<file path="src/shared/msgbuf_pkg.sv">
// shared constants and carriers for the message buffer field block
package msgbuf_pkg;
	localparam int ADDR_W = 5;
	localparam int DATA_BYTES = 8;
	localparam int NUM_W = 4;
	// register indices on the plain register port
	localparam logic [4:0] A_BYTE0 = 5'h00;
	localparam logic [4:0] A_BYTE7 = 5'h07;
	localparam logic [4:0] A_PAIR01 = 5'h08;
	localparam logic [4:0] A_PAIR67 = 5'h0B;
	localparam logic [4:0] A_LEN = 5'h0C;
	localparam logic [4:0] A_CONF = 5'h0D;
	localparam logic [4:0] A_IDL = 5'h0E;
	localparam logic [4:0] A_IDH = 5'h0F;
	localparam logic [4:0] A_CTRL = 5'h10;
	// field positions
	localparam int CONF_OWS = 7;
	localparam int CONF_RTR = 6;
	localparam int CONF_MT_LO = 3;
	localparam int CONF_ASSIGN = 0;
	localparam int IDH_IDE = 15;
	localparam int CTRL_DN = 0;
	localparam int CTRL_TRQ = 1;
	localparam int CTRL_OVW = 2;
	localparam logic [7:0] CONF_WMASK = 8'hF9;
	localparam logic [15:0] IDH_WMASK = 16'h9FFF;
	localparam logic [3:0] LEN_MAX = 4'h8;
	localparam logic [2:0] MT_TX = 3'h0;
	localparam logic [2:0] MT_RX_LAST = 3'h5;
	localparam logic [17:0] STD_LOW_ZERO = 18'h00000;
	localparam logic [3:0] ZERO4 = 4'h0;
	// frame as seen by the protocol engine
	typedef struct packed {
		logic ext;
		logic [28:0] id;
		logic remote;
		logic [3:0] dlc;
		logic [63:0] data;
	} frame_t;
	typedef struct packed {
		logic [63:0] data;
		logic [3:0] len;
		logic [7:0] conf;
		logic [15:0] idl;
		logic [15:0] idh;
		logic dn;
		logic transmit_request_bit;
		logic ovw;
		logic [15:0] rdata;
		logic store_ack;
		logic drop_ack;
	} state_t;
endpackage : msgbuf_pkg

</file>
<file path="src/logic/msgbuf_fields.sv">
// one message buffer: data bytes, length, configuration, identifier, store policy
//
// Implementation choices: the address-and-strobe port and the address map.
`timescale 1ns/1ps
module msgbuf_fields (
	// clock and reset
	input wire logic REF_CLK,
	input wire logic NRST,
	// register port
	input wire logic [msgbuf_pkg::ADDR_W-1:0] ADDR,
	input wire logic [15:0] WDATA,
	input wire logic WR,
	input wire logic RD,
	output logic [15:0] RDATA,
	// transmit view for the protocol engine
	output msgbuf_pkg::frame_t TX_FRAME,
	output logic [msgbuf_pkg::NUM_W-1:0] TX_NBYTES,
	output logic TX_ENABLED,
	// receive offer from the protocol engine
	input wire logic RX_VALID,
	input msgbuf_pkg::frame_t RX_FRAME,
	output logic RX_STORED,
	output logic RX_DROPPED,
	// buffer role and status
	output logic [2:0] BUF_TYPE,
	output logic BUF_ASSIGNED,
	output logic ID_EXT,
	output logic DATA_STORED
);
	import msgbuf_pkg::*;

	state_t s_q, s_d;
	logic is_tx, is_rx, id_match, accept, nb_over;
	logic [3:0] nb;

	// byte count for a length code, capped at eight
	function automatic logic [3:0] cap_len(input logic [3:0] c);
		cap_len = (c > LEN_MAX) ? LEN_MAX : c;
	endfunction : cap_len

	// compare id; standard format looks at the top eleven bits only
	function automatic logic id_eq(input logic ext, input logic [28:0] a, input logic [28:0] b);
		if (ext) begin
			id_eq = (a == b);
		end else begin
			id_eq = (a[28:18] == b[28:18]);
		end
	endfunction : id_eq

	always_comb begin
		s_d = s_q;
		s_d.store_ack = 1'b0;
		s_d.drop_ack = 1'b0;
		s_d.rdata = 16'h0000;
		nb = cap_len(RX_FRAME.dlc);
		is_tx = s_q.conf[CONF_MT_LO+:3] == MT_TX;
		is_rx = !is_tx && s_q.conf[CONF_MT_LO+:3] <= MT_RX_LAST;
		id_match = RX_FRAME.ext == s_q.idh[IDH_IDE]
			&& id_eq(s_q.idh[IDH_IDE], {s_q.idh[12:0], s_q.idl}, RX_FRAME.id);
		accept = 1'b0;
		// mask filtering lives outside; the engine offers only frames passing the mask
		if (RX_VALID && s_q.conf[CONF_ASSIGN] && id_match) begin
			if (RX_FRAME.remote) begin
				// remote frames bypass overwrite policy
				accept = is_tx && !s_q.conf[CONF_RTR] && !s_q.transmit_request_bit;
			end else begin
				accept = is_rx && (!s_q.dn || s_q.conf[CONF_OWS]);
			end
		end
		if (RX_VALID && !accept) begin
			s_d.drop_ack = 1'b1;
		end
		// software access
		if (WR) begin
			if (ADDR <= A_BYTE7) begin
				s_d.data[ADDR[2:0]*8+:8] = WDATA[7:0];
			end else if (ADDR <= A_PAIR67) begin
				s_d.data[ADDR[1:0]*16+:16] = WDATA;
			end else begin
				unique case (ADDR)
					A_LEN: s_d.len = WDATA[3:0];
					A_CONF: s_d.conf = WDATA[7:0] & CONF_WMASK;
					A_IDL: s_d.idl = WDATA;
					A_IDH: s_d.idh = WDATA & IDH_WMASK;
					A_CTRL: begin
						if (WDATA[CTRL_DN]) s_d.dn = 1'b0;
						s_d.transmit_request_bit = WDATA[CTRL_TRQ];
						if (WDATA[CTRL_OVW]) s_d.ovw = 1'b0;
					end
					default: ;
				endcase
			end
		end
		if (RD) begin
			if (ADDR <= A_BYTE7) begin
				s_d.rdata = {8'h00, s_q.data[ADDR[2:0]*8+:8]};
			end else if (ADDR <= A_PAIR67) begin
				s_d.rdata = s_q.data[ADDR[1:0]*16+:16];
			end else begin
				unique case (ADDR)
					A_LEN: s_d.rdata = {8'h00, ZERO4, s_q.len};
					A_CONF: s_d.rdata = {8'h00, s_q.conf};
					A_IDL: s_d.rdata = s_q.idl;
					A_IDH: s_d.rdata = s_q.idh;
					A_CTRL: s_d.rdata = {13'h0000, s_q.ovw, s_q.transmit_request_bit, s_q.dn};
					default: s_d.rdata = 16'h0000;
				endcase
			end
		end
		// storage wins over a same-cycle software write
		if (accept) begin
			s_d.store_ack = 1'b1;
			s_d.len = RX_FRAME.dlc;
			if (!RX_FRAME.remote) begin
				nb = cap_len(RX_FRAME.dlc);
				for (int i = 0; i < DATA_BYTES; i++) begin
					if (i < int'(nb)) s_d.data[i*8+:8] = RX_FRAME.data[i*8+:8];
				end
				if (s_q.dn) s_d.ovw = 1'b1;
				s_d.idl = RX_FRAME.id[15:0];
				s_d.idh[12:0] = RX_FRAME.id[28:16];
			end
			s_d.conf[CONF_RTR] = 1'b0;
			s_d.dn = 1'b1;
		end
	end

	always_ff @(posedge REF_CLK or negedge NRST) begin
		if (!NRST) begin
			s_q <= '0;
		end else begin
			s_q <= s_d;
		end
	end

	// registered transmit view
	logic [3:0] txn_d;
	always_comb begin
		nb_over = s_q.len > LEN_MAX;
		txn_d = s_q.conf[CONF_RTR] ? ZERO4 : (nb_over ? LEN_MAX : s_q.len);
	end

	always_ff @(posedge REF_CLK or negedge NRST) begin
		if (!NRST) begin
			TX_FRAME <= '0;
			TX_NBYTES <= '0;
			TX_ENABLED <= 1'b0;
		end else begin
			TX_FRAME.ext <= s_q.idh[IDH_IDE];
			TX_FRAME.id <= s_q.idh[IDH_IDE] ? {s_q.idh[12:0], s_q.idl}
				: {s_q.idh[12:2], STD_LOW_ZERO};
			TX_FRAME.remote <= s_q.conf[CONF_RTR];
			TX_FRAME.dlc <= s_q.len;
			TX_FRAME.data <= s_q.data;
			TX_NBYTES <= txn_d;
			TX_ENABLED <= s_q.transmit_request_bit && s_q.conf[CONF_ASSIGN] && is_tx;
		end
	end

	assign RDATA = s_q.rdata;
	assign RX_STORED = s_q.store_ack;
	assign RX_DROPPED = s_q.drop_ack;
	assign BUF_TYPE = s_q.conf[CONF_MT_LO+:3];
	assign BUF_ASSIGNED = s_q.conf[CONF_ASSIGN];
	assign ID_EXT = s_q.idh[IDH_IDE];
	assign DATA_STORED = s_q.dn;

	// shorthand for the checks below, taken from the storage conditions
	logic data_take, remote_take;
	always_comb begin
		data_take = RX_VALID && !RX_FRAME.remote && is_rx && s_q.conf[CONF_ASSIGN] && id_match
			&& (!s_q.dn || s_q.conf[CONF_OWS]);
		remote_take = RX_VALID && RX_FRAME.remote && is_tx && s_q.conf[CONF_ASSIGN] && id_match
			&& !s_q.conf[CONF_RTR] && !s_q.transmit_request_bit;
	end

	// receive policy for data frames
	a_filled_drop: assert property (@(posedge REF_CLK) disable iff (!NRST)
		RX_VALID && !RX_FRAME.remote && s_q.dn && !s_q.conf[CONF_OWS]
		|=> !RX_STORED)
		else $error("data frame stored into filled buffer");
	a_filled_keep: assert property (@(posedge REF_CLK) disable iff (!NRST)
		RX_VALID && !RX_FRAME.remote && s_q.dn && !s_q.conf[CONF_OWS] && !WR
		|=> s_q.data == $past(s_q.data))
		else $error("filled buffer data changed");
	a_over_take: assert property (@(posedge REF_CLK) disable iff (!NRST)
		RX_VALID && !RX_FRAME.remote && is_rx && s_q.conf[CONF_ASSIGN] && id_match
		&& s_q.conf[CONF_OWS] |=> RX_STORED && DATA_STORED)
		else $error("overwrite frame not stored");
	a_ovw_set: assert property (@(posedge REF_CLK) disable iff (!NRST)
		data_take && s_q.dn
		|=> s_q.ovw)
		else $error("overwrite status not set");
	a_ovw_first: assert property (@(posedge REF_CLK) disable iff (!NRST)
		data_take && !s_q.dn && !s_q.ovw
		|=> !s_q.ovw)
		else $error("overwrite status set on first store");
	a_data_take: assert property (@(posedge REF_CLK) disable iff (!NRST)
		data_take
		|=> RX_STORED && !RX_DROPPED)
		else $error("matching data frame not stored");
	a_rx_len: assert property (@(posedge REF_CLK) disable iff (!NRST)
		data_take
		|=> s_q.len == $past(RX_FRAME.dlc))
		else $error("received length not stored");
	a_rx_byte0: assert property (@(posedge REF_CLK) disable iff (!NRST)
		data_take && RX_FRAME.dlc != ZERO4
		|=> s_q.data[7:0] == $past(RX_FRAME.data[7:0]))
		else $error("first data byte not stored");
	a_rx_byte7: assert property (@(posedge REF_CLK) disable iff (!NRST)
		data_take && RX_FRAME.dlc >= LEN_MAX
		|=> s_q.data[63:56] == $past(RX_FRAME.data[63:56]))
		else $error("last data byte not stored");
	a_rx_keep7: assert property (@(posedge REF_CLK) disable iff (!NRST)
		data_take && RX_FRAME.dlc < LEN_MAX && !WR
		|=> s_q.data[63:56] == $past(s_q.data[63:56]))
		else $error("byte beyond length written");
	a_rx_id_low: assert property (@(posedge REF_CLK) disable iff (!NRST)
		data_take && RX_FRAME.ext
		|=> s_q.idl == $past(RX_FRAME.id[15:0]))
		else $error("received low id not stored");
	a_id_miss: assert property (@(posedge REF_CLK) disable iff (!NRST)
		RX_VALID && !id_match
		|=> RX_DROPPED && !RX_STORED)
		else $error("mismatching id stored");

	// remote frames and frame type against buffer type
	a_remote_block: assert property (@(posedge REF_CLK) disable iff (!NRST)
		RX_VALID && RX_FRAME.remote && s_q.conf[CONF_RTR]
		|=> !RX_STORED)
		else $error("remote frame stored with rtr set");
	a_remote_quiet: assert property (@(posedge REF_CLK) disable iff (!NRST)
		RX_VALID && RX_FRAME.remote && s_q.conf[CONF_RTR] && !WR
		|=> s_q.len == $past(s_q.len) && s_q.dn == $past(s_q.dn))
		else $error("blocked remote frame changed buffer");
	a_remote_trq: assert property (@(posedge REF_CLK) disable iff (!NRST)
		RX_VALID && RX_FRAME.remote && s_q.transmit_request_bit
		|=> !RX_STORED)
		else $error("remote frame stored with trq set");
	a_remote_take: assert property (@(posedge REF_CLK) disable iff (!NRST)
		remote_take
		|=> RX_STORED && DATA_STORED)
		else $error("matching remote frame not stored");
	a_remote_len: assert property (@(posedge REF_CLK) disable iff (!NRST)
		remote_take
		|=> s_q.len == $past(RX_FRAME.dlc))
		else $error("remote length not stored");
	a_remote_no_ovw: assert property (@(posedge REF_CLK) disable iff (!NRST)
		remote_take && !s_q.ovw
		|=> !s_q.ovw)
		else $error("remote store set overwrite status");
	a_remote_data: assert property (@(posedge REF_CLK) disable iff (!NRST)
		remote_take && !WR
		|=> s_q.data == $past(s_q.data))
		else $error("remote store changed data");
	a_rtr_clear: assert property (@(posedge REF_CLK) disable iff (!NRST)
		RX_STORED
		|-> !s_q.conf[CONF_RTR])
		else $error("rtr set after remote store");
	a_remote_rx_type: assert property (@(posedge REF_CLK) disable iff (!NRST)
		RX_VALID && RX_FRAME.remote && !is_tx
		|=> !RX_STORED)
		else $error("remote frame stored in receive buffer");
	a_data_tx_type: assert property (@(posedge REF_CLK) disable iff (!NRST)
		RX_VALID && !RX_FRAME.remote && is_tx
		|=> !RX_STORED)
		else $error("data frame stored in transmit buffer");

	// stored flag and offer answers
	a_stored_flag: assert property (@(posedge REF_CLK) disable iff (!NRST)
		RX_STORED
		|-> DATA_STORED)
		else $error("stored flag missing");
	a_flag_rise: assert property (@(posedge REF_CLK) disable iff (!NRST)
		$rose(s_q.dn)
		|-> RX_STORED)
		else $error("stored flag rose without a store");
	a_flag_hold: assert property (@(posedge REF_CLK) disable iff (!NRST)
		s_q.dn && !WR
		|=> s_q.dn)
		else $error("stored flag lost");
	a_answer_excl: assert property (@(posedge REF_CLK) disable iff (!NRST)
		1'b1
		|-> !(RX_STORED && RX_DROPPED))
		else $error("frame both stored and dropped");
	a_idle_quiet: assert property (@(posedge REF_CLK) disable iff (!NRST)
		!RX_VALID
		|=> !RX_STORED && !RX_DROPPED)
		else $error("answer without an offer");
	a_drop_unused: assert property (@(posedge REF_CLK) disable iff (!NRST)
		RX_VALID && !s_q.conf[CONF_ASSIGN]
		|=> RX_DROPPED && !RX_STORED)
		else $error("unused buffer took a frame");

	// configuration and identifier storage
	a_conf_zero: assert property (@(posedge REF_CLK) disable iff (!NRST)
		1'b1
		|-> (s_q.conf & ~CONF_WMASK) == 8'h00)
		else $error("reserved configuration bits set");
	a_idh_zero: assert property (@(posedge REF_CLK) disable iff (!NRST)
		1'b1
		|-> (s_q.idh & ~IDH_WMASK) == 16'h0000)
		else $error("reserved id high bits set");

	// transmit view
	a_tx_count: assert property (@(posedge REF_CLK) disable iff (!NRST)
		s_q.len > LEN_MAX && !s_q.conf[CONF_RTR]
		|=> TX_NBYTES == LEN_MAX)
		else $error("long code not capped at eight");
	a_tx_remote: assert property (@(posedge REF_CLK) disable iff (!NRST)
		s_q.conf[CONF_RTR]
		|=> TX_NBYTES == ZERO4)
		else $error("remote frame carries data");
	a_tx_short: assert property (@(posedge REF_CLK) disable iff (!NRST)
		s_q.len <= LEN_MAX && !s_q.conf[CONF_RTR]
		|=> TX_NBYTES == $past(s_q.len))
		else $error("byte count differs from length");
	a_tx_dlc: assert property (@(posedge REF_CLK) disable iff (!NRST)
		1'b1
		|=> TX_FRAME.dlc == $past(s_q.len))
		else $error("dlc altered");
	a_tx_type: assert property (@(posedge REF_CLK) disable iff (!NRST)
		1'b1
		|=> TX_FRAME.remote == $past(s_q.conf[CONF_RTR]))
		else $error("frame type differs from rtr");
	a_tx_ext: assert property (@(posedge REF_CLK) disable iff (!NRST)
		1'b1
		|=> TX_FRAME.ext == $past(s_q.idh[IDH_IDE]))
		else $error("format bit not sent");
	a_std_low: assert property (@(posedge REF_CLK) disable iff (!NRST)
		!TX_FRAME.ext
		|-> TX_FRAME.id[17:0] == STD_LOW_ZERO)
		else $error("standard id low bits sent");
	a_tx_std_id: assert property (@(posedge REF_CLK) disable iff (!NRST)
		!s_q.idh[IDH_IDE]
		|=> TX_FRAME.id[28:18] == $past(s_q.idh[12:2]))
		else $error("standard id not sent");
	a_tx_ext_id: assert property (@(posedge REF_CLK) disable iff (!NRST)
		s_q.idh[IDH_IDE]
		|=> TX_FRAME.id == {$past(s_q.idh[12:0]), $past(s_q.idl)})
		else $error("extended id not sent");
	a_tx_data: assert property (@(posedge REF_CLK) disable iff (!NRST)
		1'b1
		|=> TX_FRAME.data == $past(s_q.data))
		else $error("transmit data differs from buffer");
	a_tx_enable: assert property (@(posedge REF_CLK) disable iff (!NRST)
		1'b1
		|=> TX_ENABLED == $past(s_q.transmit_request_bit && s_q.conf[CONF_ASSIGN] && is_tx))
		else $error("transmit enable wrong");
	a_tx_unused: assert property (@(posedge REF_CLK) disable iff (!NRST)
		!s_q.conf[CONF_ASSIGN]
		|=> !TX_ENABLED)
		else $error("unused buffer enabled for transmit");

	// register read port
	a_rd_quiet: assert property (@(posedge REF_CLK) disable iff (!NRST)
		!RD
		|=> RDATA == 16'h0000)
		else $error("read data without a read");
	a_rd_byte: assert property (@(posedge REF_CLK) disable iff (!NRST)
		RD && ADDR <= A_BYTE7
		|=> RDATA[15:8] == 8'h00)
		else $error("byte read upper half nonzero");
	a_len_upper: assert property (@(posedge REF_CLK) disable iff (!NRST)
		$past(RD) && $past(ADDR) == A_LEN
		|-> RDATA[7:4] == ZERO4)
		else $error("length upper bits nonzero");
endmodule : msgbuf_fields

</file>
<file path="config.mk">
export PLATFORM = sky130hd
export DESIGN_NAME = msgbuf_fields
export DESIGN_NICKNAME = d
export VERILOG_FILES = /design/src/shared/msgbuf_pkg.sv /design/src/logic/msgbuf_fields.sv
export SDC_FILE = /design/constraint.sdc
export NUM_CORES = 1
export LEC_CHECK = 0
export CAP_MARGIN = 10
export CORE_AREA = 3 3 146 148
export CTS_BUF_LIST = sky130_fd_sc_hd__clkbuf_4
export CTS_CLUSTER_SIZE = 10
export DETAILED_ROUTE_END_ITERATION = 6
export DIE_AREA = 0 0 149 151
export DONT_BUFFER_PORTS = 1
export PLACE_DENSITY = 0.81
export SLEW_MARGIN = 20
export SYNTH_ARGS = -nofsm -noshare
export SYNTH_HDL_FRONTEND = slang
export SYNTH_SLANG_ARGS = --single-unit
</file>
<file path="constraint.sdc">
create_clock -name REF_CLK -period 2.7 [get_ports REF_CLK]
set_input_delay 0.135 -clock REF_CLK [delete_from_list [all_inputs] [get_ports REF_CLK]]
set_output_delay 0.135 -clock REF_CLK [all_outputs]
set_load 0.01 [all_outputs]
</file>
==> metrics.yaml, run 1 <==
antenna_found_initial: 4
gp_routability_congestion: 0.982
yosysWarningCount: 0
finish.net_count: 1195
path_max_fanout: 8
synth.area.top_cells: "sky130_fd_sc_hd__dfrtp_1 (50%), sky130_fd_sc_hd__mux2_2 (8.2%), sky130_fd_sc_hd__mux4_2 (6.3%)"
worstRegToRegCells: 6
cts_buffer_count: 56
maximum_achievable_frequency_mhz: 378
start_util_pct: 56.3
footprint_of_the_flip_flops_and_latches_sq_mm: 0.00573
mappedNetlistNets: 1034
grt-ovfl-total: 0
io-pin-count: 253
endpoint_kind: "flip-flop"
irDropWorstVdd_mv: 0.422
comb_power_share_pct: 16.6
worst_endpoint_required_time_ps: 3240
sw_frac_of_total_pct: 30.1
async_set_or_reset_flop_fraction_in_the_synthesized_netlist_pct: 100
multiInputGateArea_sq_mm: 0.00514
maxSlewViolCount: 0
detailedPlacementHpwl_um: 26500
std_cell_rows: 52
ys_ff_latch: 229
grt_max_degree: 230
fin_setup_tns_ps: 0
insertion_delay_of_the_later_clocked_pin_in_the_worst_skew_pair_ps: 700
worst-slew-pin-transition_ps: 1020
setup.reg_to_reg.worst_slack_ps: 60
critPathArrivalTime_ps: 3180
violations: "DRC, hold timing"
cts.root.buffer_cell: "sky130_fd_sc_hd__clkbuf_4"
drt.antenna.violating_nets: 0
first_global_vias: 9530
filler_instances: 1485
share_seq_of_total_power_pct: 50.6
cts.repair_timing.setup_buffer_count: 0
vias_per_cell: 6.73
grt_setup_unrepaired: "false"
post_synth_num_cell_types: 68
placeable_core_region_sq_mm: 0.0202
grt_pass1_wl_um: 58300
crit_end: "s_q[114]$_DFF_PN0_"
p_int_w: 0.00631
synth_top_area_share_pct: 50.5
dieArea_sq_mm: 0.0225
crit_path_cell_trace: "xnor2_1, nand4_1, nor4_2, a21oi_2, or4_4, mux2_4"
post_synth_inst_count: 903
drc_errors: 1
power_switching_w: 0.00272
reg2reg_to: "s_q[114]$_DFF_PN0_"
cap_violations: 0
routed_wire_length_per_instance_um: 28.7
clock_tree.buffer_depth: 3
critical_path.n_buffers_inverters: 0
seq_area_frac_synth_pct: 50.5
h-tree-depth: 2
via_count: 9244
run_status: "finished, violations left"
final_layout_size_suffix_gt1_share_pct: 25.2
mean_syn_cell_area_sq_um: 12.6
critical-path-slowest-cell: "sky130_fd_sc_hd__or4_4"
worst_clock_skew_on_the_final_layout_ps: 54.7
area.growth.synth_to_final_pct: 20.4
clock_power_share_pct: 32.8
worst_setup_hold_path_clk_slew_ps: 80
timing.slew.headroom_pct: 31.9
timing.critical_path.depth: 6
powerDensity_mw_per_mm2: 661
setup_viol: 0
clock_sink_count: 229
period_share_pct: 97.9
synth_edf_count: 0
critPathLaunchType: "flip-flop"
hold_buffers: 130
detail_route.first_pass.iterations: 7
detailedRoute.firstIterationViolations: 1071
grt.total_usage_pct: 34.7
netlist_area_sq_mm: 0.0114
slowest_stage_delay_cp_ps: 650
tritoncts: "done"
synth_top_cell_by_area: "sky130_fd_sc_hd__dfrtp_1"
die-width_um: 149
timing.final.hold_violations: 229
dominantRegCellSynth: "sky130_fd_sc_hd__dfrtp_1"
wl_um: 39400
worstSetupStartpoint: "s_q[31]$_DFF_PN0_"
critical-path-top-delay-family: "simple AND/OR/NAND/NOR gates"
crit-reg2reg-launch: "s_q[31]$_DFF_PN0_"
port_buffers: 0
finalHoldWorstSlack_ps: -855
worstSetupPathType: "reg2reg"
cellLeakagePower_nw: 6.51
die_y_um: 151
worst_hold_path_type: "in2async"
period_minus_slack_ps: 2640
## metrics by stage
step | util, % | power (W) | setup slack (ps) | instance area [sq um] | instances
after floorplan | - | 0.00542 | 7.16 | 11400 | 903
after global placement | 57.7 | 0.00577 | 173 | 11600 | 1146
after detailed placement | 57.7 | 0.00582 | 113 | 11600 | 1146
after CTS | 67.7 | 0.00896 | 45.6 | 13700 | 1371
after global routing | 67.8 | 0.00937 | 14.5 | 13700 | 1374
final | 67.8 | 0.00904 | 56.9 | 13700 | 1374
## layout by cell type (no fill, tap or decap), types with 4 or more instances in the layout
cell and count:
sky130_fd_sc_hd__buf_4 36, sky130_fd_sc_hd__ha_1 6, sky130_fd_sc_hd__xor2_1 14, sky130_fd_sc_hd__o21ai_0 16, sky130_fd_sc_hd__nor4_1 11, sky130_fd_sc_hd__and3_1 12
sky130_fd_sc_hd__and2_1 27, sky130_fd_sc_hd__a221o_1 10, sky130_fd_sc_hd__nand3_1 8, sky130_fd_sc_hd__nand2_1 38, sky130_fd_sc_hd__clkinv_1 17, sky130_fd_sc_hd__nor3_1 6
sky130_fd_sc_hd__mux2_4 27, sky130_fd_sc_hd__nand2b_1 9, sky130_fd_sc_hd__mux2i_1 28, sky130_fd_sc_hd__inv_1 37, sky130_fd_sc_hd__a22o_1 24, sky130_fd_sc_hd__a222oi_1 23
sky130_fd_sc_hd__a22oi_1 12, sky130_fd_sc_hd__mux2_2 83, sky130_fd_sc_hd__a221oi_1 5, sky130_fd_sc_hd__dfrtp_1 229, sky130_fd_sc_hd__and4_1 4, sky130_fd_sc_hd__a31oi_1 5
sky130_fd_sc_hd__a21oi_1 18, sky130_fd_sc_hd__xnor2_1 15, sky130_fd_sc_hd__nand4_1 5, sky130_fd_sc_hd__or4_4 4, sky130_fd_sc_hd__mux2_1 4, sky130_fd_sc_hd__nor2b_1 8
sky130_fd_sc_hd__nor2_1 50, sky130_fd_sc_hd__clkbuf_4 73, sky130_fd_sc_hd__o21ai_1 7, sky130_fd_sc_hd__a21o_1 5, sky130_fd_sc_hd__nand4b_1 5, sky130_fd_sc_hd__a32o_1 8
sky130_fd_sc_hd__dlygate4sd3_1 130, sky130_fd_sc_hd__mux4_2 32
## layout make-up
class	instances	area share [%]
Antenna cell	3	0.0549
Clock buffer	73	4.01
Clock inverter	22	1.20
Inverter	38	1.04
Multi-Input combinational cell	571	37.6
Sequential cell	229	41.9
Tap cell	270	2.47
Timing Repair Buffer	168	11.8
## state kept, by name (all words and copies together) (netlist names)
signal / cells
TX_FRAME: 99
TX_NBYTES: 4
ID_EXT: 1
BUF_TYPE: 3
RX_STORED: 1
DATA_STORED: 1
BUF_ASSIGNED: 1
RX_DROPPED: 1
TX_ENABLED: 1
s_q: 101
RDATA: 16
## Yosys cell counts (18+ instances only)
cell type	n
sky130_fd_sc_hd__mux2_4	27
sky130_fd_sc_hd__inv_1	37
sky130_fd_sc_hd__buf_4	21
sky130_fd_sc_hd__nor2_1	50
sky130_fd_sc_hd__clkbuf_1	23
sky130_fd_sc_hd__mux2i_1	29
sky130_fd_sc_hd__a222oi_1	23
sky130_fd_sc_hd__mux4_2	32
sky130_fd_sc_hd__a22o_1	24
sky130_fd_sc_hd__mux2_2	83
sky130_fd_sc_hd__a21oi_1	18
sky130_fd_sc_hd__dfrtp_1	229
sky130_fd_sc_hd__nand2_1	38
sky130_fd_sc_hd__and2_1	27
## worst min-delay path by stage
stage,cells past startpoint,from,end
after floorplan,0,NRST,BUF_ASSIGNED$_DFFE_PN0P_
after global placement,0,NRST,TX_FRAME[4]$_DFF_PN0_
after detailed placement,0,NRST,TX_FRAME[36]$_DFF_PN0_
after CTS,0,NRST,RDATA[6]$_DFF_PN0_
after global routing,0,NRST,TX_FRAME[30]$_DFF_PN0_
final,0,NRST,s_q[103]$_DFF_PN0_
## cell families (layout without fill, tap and decap cells)
logic type	after synthesis	in the layout	synth area share, %
fa+ha+maj	6	6	0.661
buf+inv	103	301	4.51
mux	175	175	21.1
xor+xnor	30	30	2.31
compound gates	148	148	10.5
other cells	0	3	0
simple gates	212	212	10.4
flops	229	229	50.5
## worst reg2reg max path, stage by stage (launching register included)
cell                      delay, ps
sky130_fd_sc_hd__dfrtp_1        440
sky130_fd_sc_hd__xnor2_1        190
sky130_fd_sc_hd__nand4_1        300
sky130_fd_sc_hd__nor4_2         390
sky130_fd_sc_hd__a21oi_2        180
sky130_fd_sc_hd__or4_4          660
sky130_fd_sc_hd__mux2_4         340
## per-layer routing
metal | wire length, um | global-route usage [%] | vias up | share of wire [%]
met4 | 2300 | 17.2 | 2 | 5.8
met2 | 17600 | 53.1 | 809 | 45
met3 | 5330 | 11.1 | 182 | 14
met1 | 14100 | 45.0 | 4544 | 36
li1 | - | - | 3707 | -
met5 | 13 | 0 | - | 0.033
## power groups by stage
stage                     Combinational (W)  Sequential [W]  Clock [W]
after floorplan                     0.00104         0.00438          0
after global placement              0.00119         0.00458          0
after detailed placement            0.00122         0.00460          0
after CTS                           0.00145         0.00455    0.00296
after global routing                0.00158         0.00461    0.00318
final                               0.00150         0.00457    0.00296
## what timing repair did
action                     4_1_cts  5_1_grt
resized for setup                0        2
setup endpoints to repair        0        7
hold endpoints to repair       354      229
(Power assumes the default switching activity.)
==> inputs of run 2 (changes only) <==
--- a/config.mk
+++ b/config.mk
@@ -18,2 +18,3 @@
 export SYNTH_HDL_FRONTEND = slang
 export SYNTH_SLANG_ARGS = --single-unit
+export TNS_END_PERCENT = 1
==> constraint.sdc (replaced) <==
create_clock -name REF_CLK -period 2.85 [get_ports REF_CLK]
set_input_delay 0.57 -clock REF_CLK [delete_from_list [all_inputs] [get_ports REF_CLK]]
set_output_delay 0.57 -clock REF_CLK [all_outputs]
set_load 0.01 [all_outputs]
==> metrics.yaml, run 2 (same netlist as run 1, synthesis figures left out) <==
post_cts.resized_instances: 0  # unchanged
worst_setup_hold_path_clk_slew_ps: 80  # about the same
cts.repair_timing.setup_buffer_count: 0  # unchanged
violations: "DRC, hold timing"  # unchanged
grt_pass1_wl_um: 53800  # was 58300 um
worst_hold_path_type: "in2async"  # unchanged
start_util_pct: 56.3  # unchanged
timing.final.hold_violations: 229  # unchanged
grt_max_degree: 230  # unchanged
powerDensity_mw_per_mm2: 650  # was 661 mW/mm^2
vias_per_cell: 6.65  # was 6.73
period_minus_slack_ps: 2710  # was 2640 ps
area.growth.synth_to_final_pct: 11.3  # was 20.4%
setup_viol: 0  # unchanged
detail_route.first_pass.iterations: 7  # unchanged
worst_endpoint_required_time_ps: 3400  # was 3240 ps
std_cell_rows: 52  # unchanged
grt_setup_unrepaired: "false"  # unchanged
tritoncts: "done"  # unchanged
worst_clock_skew_on_the_final_layout_ps: 42.2  # was 54.7 ps
routed_wire_length_per_instance_um: 28.8  # was 28.7 um
die-width_um: 149  # unchanged
endpoint_kind: "flip-flop"  # unchanged
finish.net_count: 1090  # was 1195
io-pin-count: 253  # unchanged
irDropWorstVdd_mv: 0.353  # was 0.422 mV
dieArea_sq_mm: 0.0225  # unchanged
run_status: "finished, violations left"  # unchanged
filler_instances: 1571  # was 1485
place.detailed.instances: 1145  # was 1146
antenna_found_initial: 2  # was 4
mostFrequentLayoutCell: "sky130_fd_sc_hd__dfrtp_1"  # unchanged
gp_routability_congestion: 1.02  # was 0.982
cap_violations: 0  # unchanged
largest-register: "s_q"  # unchanged
detailedPlacementHpwl_um: 26700  # was 26500 um
drt.antenna.violating_nets: 0  # unchanged
hold_buffers: 27  # was 130
clock_tree.buffer_depth: 3  # unchanged
worstSetupPathType: "reg2reg"  # unchanged
cellLeakagePower_nw: 6.08  # was 6.51 nW
finalHoldWorstSlack_ps: -384  # was -855 ps
placeable_core_region_sq_mm: 0.0202  # unchanged
insertion_delay_of_the_later_clocked_pin_in_the_worst_skew_pair_ps: 690  # was 700 ps
cts_buffer_count: 55  # was 56
post_layout_nonfiller_instances: 1277  # was 1374
period_share_pct: 95.0  # was 97.9%
die_y_um: 151  # unchanged
drc_errors: 1  # unchanged
h-tree-depth: 2  # unchanged
footprint_of_the_flip_flops_and_latches_sq_mm: 0.00573  # unchanged
cts.root.buffer_cell: "sky130_fd_sc_hd__clkbuf_4"  # unchanged
total_power_w: 0.00821  # was 0.00904 W
path_max_fanout: 8  # unchanged
port_buffers: 0  # unchanged
largest_register_ffs: 101  # unchanged
timing.slew.headroom_pct: 20.3  # was 31.9%
grt.total_usage_pct: 32.1  # was 34.7%
maximum_achievable_frequency_mhz: 369  # was 378 MHz
clock_sink_count: 229  # unchanged
final_layout_size_suffix_gt1_share_pct: 28.6  # was 25.2%
final_cell_mix: "sky130_fd_sc_hd__dfrtp_1 (229), sky130_fd_sc_hd__mux2_2 (83), sky130_fd_sc_hd__clkbuf_4 (77)"  # was sky130_fd_sc_hd__dfrtp_1 (229), sky130_fd_sc_hd__dlygate4sd3_1 (130), sky130_fd_sc_hd__mux2_2 (83)
grt-ovfl-total: 0  # unchanged
detailedRoute.firstIterationViolations: 1251  # was 1071
first_global_vias: 8760  # was 9530
multiInputGateArea_sq_mm: 0.00515  # was 0.00514 sq mm
via_count: 8496  # was 9244
critPathArrivalTime_ps: 3260  # was 3180 ps
critPathLaunchType: "flip-flop"  # unchanged
maxSlewViolCount: 0  # unchanged
worst-slew-pin-transition_ps: 1190  # was 1020 ps
wl_um: 36700  # was 39400 um
run 2: changes by cell type in the layout (fill, tap and decap cells not counted), moves of 2 or more:
cell                            delta
sky130_fd_sc_hd__ha_4              +2
sky130_fd_sc_hd__ha_1              -2
sky130_fd_sc_hd__bufinv_16         -2
sky130_fd_sc_hd__dlygate4sd3_1   -103
sky130_fd_sc_hd__clkinv_2          +3
sky130_fd_sc_hd__clkbuf_4          +4
run 2: path summary, 6_finish.rpt:
path / startpoint / end / slack (ps) / cells after the start
worst max-delay path: s_q[49]$_DFF_PN0_ / s_q[122]$_DFF_PN0_ / 140 / 6
worst min-delay path: NRST / s_q[76]$_DFF_PN0_ / -380 / 0
worst max register to register: s_q[49]$_DFF_PN0_ / s_q[122]$_DFF_PN0_ / 140 / 6
worst min register to register: s_q[92]$_DFF_PN0_ / TX_FRAME[27]$_DFF_PN0_ / 430 / 0
max in group asynchronous: NRST / s_q[106]$_DFF_PN0_ / 2640 / 0
min in group REF_CLK: RX_FRAME[90] / s_q[26]$_DFF_PN0_ / 40 / 1
run 2: worst max-delay path, stage by stage, from the launching register on:
cell and delay (ps):
sky130_fd_sc_hd__dfrtp_1 430, sky130_fd_sc_hd__xor2_1 200, sky130_fd_sc_hd__nor4_1 310, sky130_fd_sc_hd__nand4b_1 190, sky130_fd_sc_hd__o41ai_4 560, sky130_fd_sc_hd__nand4_2 480, sky130_fd_sc_hd__mux2_2 410
run 2: final cells by class:
type                    count  area share (%)
diodes                      3          0.0594
repair buffers             64            4.43
flip-flops and latches    229            45.3
clock inverters            25            1.04
clock buffers              77            4.57
multi-input cells         571            40.8
inverters                  38            1.13
well taps                 270            2.67
run 2: routing by layer:
layer  vias to the layer above  part of all wire [%]  GRT usage, %
met5                         -                     0             0
met4                         0                   4.7          14.6
met3                       116                    12          9.69
met2                       659                    46          50.3
met1                      4223                    37          41.6
li1                       3498                     -             -
run 2: metrics by stage:
stage / hold WS [ps] / util, % / setup TNS [ps] / instance area (sq um) / setup slack, ps
after floorplan: 274 / - / -37.4 / 11400 / -12.6
after global routing: -439 / 62.7 / 0 / 12600 / 50.7
after detailed placement: 282 / 57.8 / 0 / 11700 / 56.6
final: -384 / 62.7 / 0 / 12600 / 142
after global placement: 286 / 57.8 / 0 / 11700 / 79.8
after CTS: -455 / 62.6 / 0 / 12600 / 205
run 2: power breakdown:
group	internal (W)	total [W]	switching, W
combinational	0.000692	0.00120	0.000510
sequential	0.00373	0.00433	0.000604
clock	0.00135	0.00268	0.00132
==> inputs of run 3 (changes only) <==
- GPL_ROUTABILITY_DRIVEN: default -> 0
- MAX_ROUTING_LAYER: default -> met4
==> metrics.yaml, run 3 (same netlist as run 1, synthesis figures left out) <==
run_status: "finished, violations left"  # unchanged
postLayoutCoreUtil_pct: 62.3  # was 62.7%
endpoint_kind: "flip-flop"  # unchanged
vias_per_cell: 6.77  # was 6.65
antenna_found_initial: 4  # was 2
comb_power_share_pct: 14.6  # about the same
post_dp_cell_area_sq_mm: 0.0116  # was 0.0117 sq mm
setup_viol: 0  # unchanged
tritoncts: "done"  # unchanged
detail_route.first_pass.iterations: 7  # unchanged
share_seq_of_total_power_pct: 52.8  # about the same
p_int_w: 0.00579  # was 0.00577 W
crit-reg2reg-launch: "s_q[26]$_DFF_PN0_"  # was s_q[49]$_DFF_PN0_
cts.root.buffer_cell: "sky130_fd_sc_hd__clkbuf_4"  # unchanged
worst_setup_hold_path_clk_slew_ps: 60  # was 80 ps
filler_instances: 1590  # was 1571
start_util_pct: 56.3  # unchanged
violations: "DRC, hold timing"  # unchanged
path_max_fanout: 8  # unchanged
grt.total_usage_pct: 32.3  # was 32.1%
detailedRoute.firstIterationViolations: 1257  # was 1251
powerDensity_mw_per_mm2: 653  # was 650 mW/mm^2
period_minus_slack_ps: 2690  # was 2710 ps
finish.net_count: 1085  # was 1090
worstSetupStartpoint: "s_q[26]$_DFF_PN0_"  # was s_q[49]$_DFF_PN0_
insertion_delay_of_the_later_clocked_pin_in_the_worst_skew_pair_ps: 700  # was 690 ps
die-width_um: 149  # unchanged
detailedPlacementHpwl_um: 25900  # was 26700 um
cts_buffer_count: 58  # was 55
power_switching_w: 0.00242  # was 0.00244 W
grt_setup_unrepaired: "false"  # unchanged
maxSlewViolCount: 0  # unchanged
grt_max_degree: 230  # unchanged
worst_endpoint_required_time_ps: 3390  # was 3400 ps
period_share_pct: 94.5  # was 95.0%
finalHoldWorstSlack_ps: -405  # was -384 ps
io-pin-count: 253  # unchanged
final_layout_size_suffix_gt1_share_pct: 29.0  # was 28.6%
largest_register_ffs: 101  # unchanged
clock_power_share_pct: 32.6  # about the same
routed_wire_length_per_instance_um: 28.3  # was 28.8 um
timing.slew.headroom_pct: 32.7  # was 20.3%
grt-ovfl-total: 0  # unchanged
clock_sink_count: 229  # unchanged
placeable_core_region_sq_mm: 0.0202  # unchanged
port_buffers: 0  # unchanged
drt.antenna.violating_nets: 0  # unchanged
clock_tree.buffer_depth: 3  # unchanged
grt_pass1_wl_um: 53000  # was 53800 um
post_layout_nonfiller_instances: 1265  # was 1277
critPathArrivalTime_ps: 3240  # was 3260 ps
h-tree-depth: 2  # unchanged
wl_um: 35800  # was 36700 um
timing.final.hold_violations: 229  # unchanged
drc_errors: 58  # was 1
fin_area_sq_mm: 0.0126  # about the same
worst_hold_path_type: "in2async"  # unchanged
die_y_um: 151  # unchanged
via_count: 8565  # was 8496
critPathLaunchType: "flip-flop"  # unchanged
dieArea_sq_mm: 0.0225  # unchanged
irDropWorstVdd_mv: 0.370  # was 0.353 mV
std_cell_rows: 52  # unchanged
mostFrequentLayoutCell: "sky130_fd_sc_hd__dfrtp_1"  # unchanged
first_global_vias: 8841  # was 8760
cap_violations: 0  # unchanged
sw_frac_of_total_pct: 29.4  # was 29.7%
cellLeakagePower_nw: 6.03  # was 6.08 nW
area.growth.synth_to_final_pct: 10.6  # was 11.3%
final_cell_mix: "sky130_fd_sc_hd__dfrtp_1 (229), sky130_fd_sc_hd__clkbuf_4 (86), sky130_fd_sc_hd__mux2_2 (83)"  # was sky130_fd_sc_hd__dfrtp_1 (229), sky130_fd_sc_hd__mux2_2 (83), sky130_fd_sc_hd__clkbuf_4 (77)
place.detailed.instances: 1138  # was 1145
worst_clock_skew_on_the_final_layout_ps: 46.7  # was 42.2 ps
worstSetupPathType: "reg2reg"  # unchanged
largest-register: "s_q"  # unchanged
maximum_achievable_frequency_mhz: 371  # was 369 MHz
worst-slew-pin-transition_ps: 1010  # was 1190 ps
## run 3: cell types whose count changed in the layout (fill, tap and decap cells not counted), sizes merged
cell and delta:
clkinv -14, dlygate4sd3 -1, diode +1, clkbuf +9
bufinv -1, buf -7, clkinvlp +1
## run 3: critical path, stage by stage (launching register included)
cell                      delay (ps)
sky130_fd_sc_hd__dfrtp_1         430
sky130_fd_sc_hd__xnor2_1         220
sky130_fd_sc_hd__nand4_1         300
sky130_fd_sc_hd__nor4_2          400
sky130_fd_sc_hd__a21oi_2         200
sky130_fd_sc_hd__or4_4           660
sky130_fd_sc_hd__mux2_4          340
## run 3: repair_timing
action                                 4_1_cts  5_1_grt
gates resized for setup                      0        0
hold buffers                                23        3
endpoints found under the hold margin      254      232
buffers inserted                             0        0
## run 3: cell type report
class,instances,area [sq um],share of cell area [%]
clock buffers,86,646,5.14
inverters,38,143,1.14
repair buffers,56,498,3.96
flip-flops and latches,229,5730,45.6
multi-input cells,571,5150,41.0
well taps,270,338,2.69
diodes,4,10.0,0.0797
clock inverters,11,50.0,0.398
## run 3: power groups by stage
stage               clock, W  combinational [W]  sequential (W)
finish               0.00267            0.00120         0.00433
global route         0.00289            0.00128         0.00437
CTS                  0.00271            0.00117         0.00432
detailed placement         0            0.00113         0.00437
global placement           0            0.00109         0.00436
floorplan                  0           0.000988         0.00415
## run 3: layer usage
layer / GRT usage (%) / up-vias / routed length [um]
met1: 40.0 / 4218 / 13000
met4: 16.5 / 0 / 2010
met2: 47.7 / 702 / 16000
met5: - / - / 0
li1: - / 3484 / -
met3: 10.7 / 161 / 4710
## run 3: final timing paths
check	cells after the start	end	slack [ps]
max	6	s_q[65]$_DFF_PN0_	160
min	0	TX_FRAME[43]$_DFF_PN0_	-410
max reg2reg	6	s_q[65]$_DFF_PN0_	160
min reg2reg	0	TX_FRAME[23]$_DFF_PN0_	430
max in group asynchronous	0	TX_FRAME[69]$_DFF_PN0_	2950
min in group REF_CLK	2	s_q[77]$_DFF_PN0_	20
## run 3: per-stage QoR
stage | setup TNS, ps | setup slack [ps] | total power (W)
after floorplan | -37.4 | -12.6 | 0.00514
after global placement | 0 | 138 | 0.00545
after detailed placement | 0 | 17.6 | 0.00550
after CTS | 0 | 213 | 0.00820
after global routing | 0 | 9.19 | 0.00855
final | 0 | 158 | 0.00820
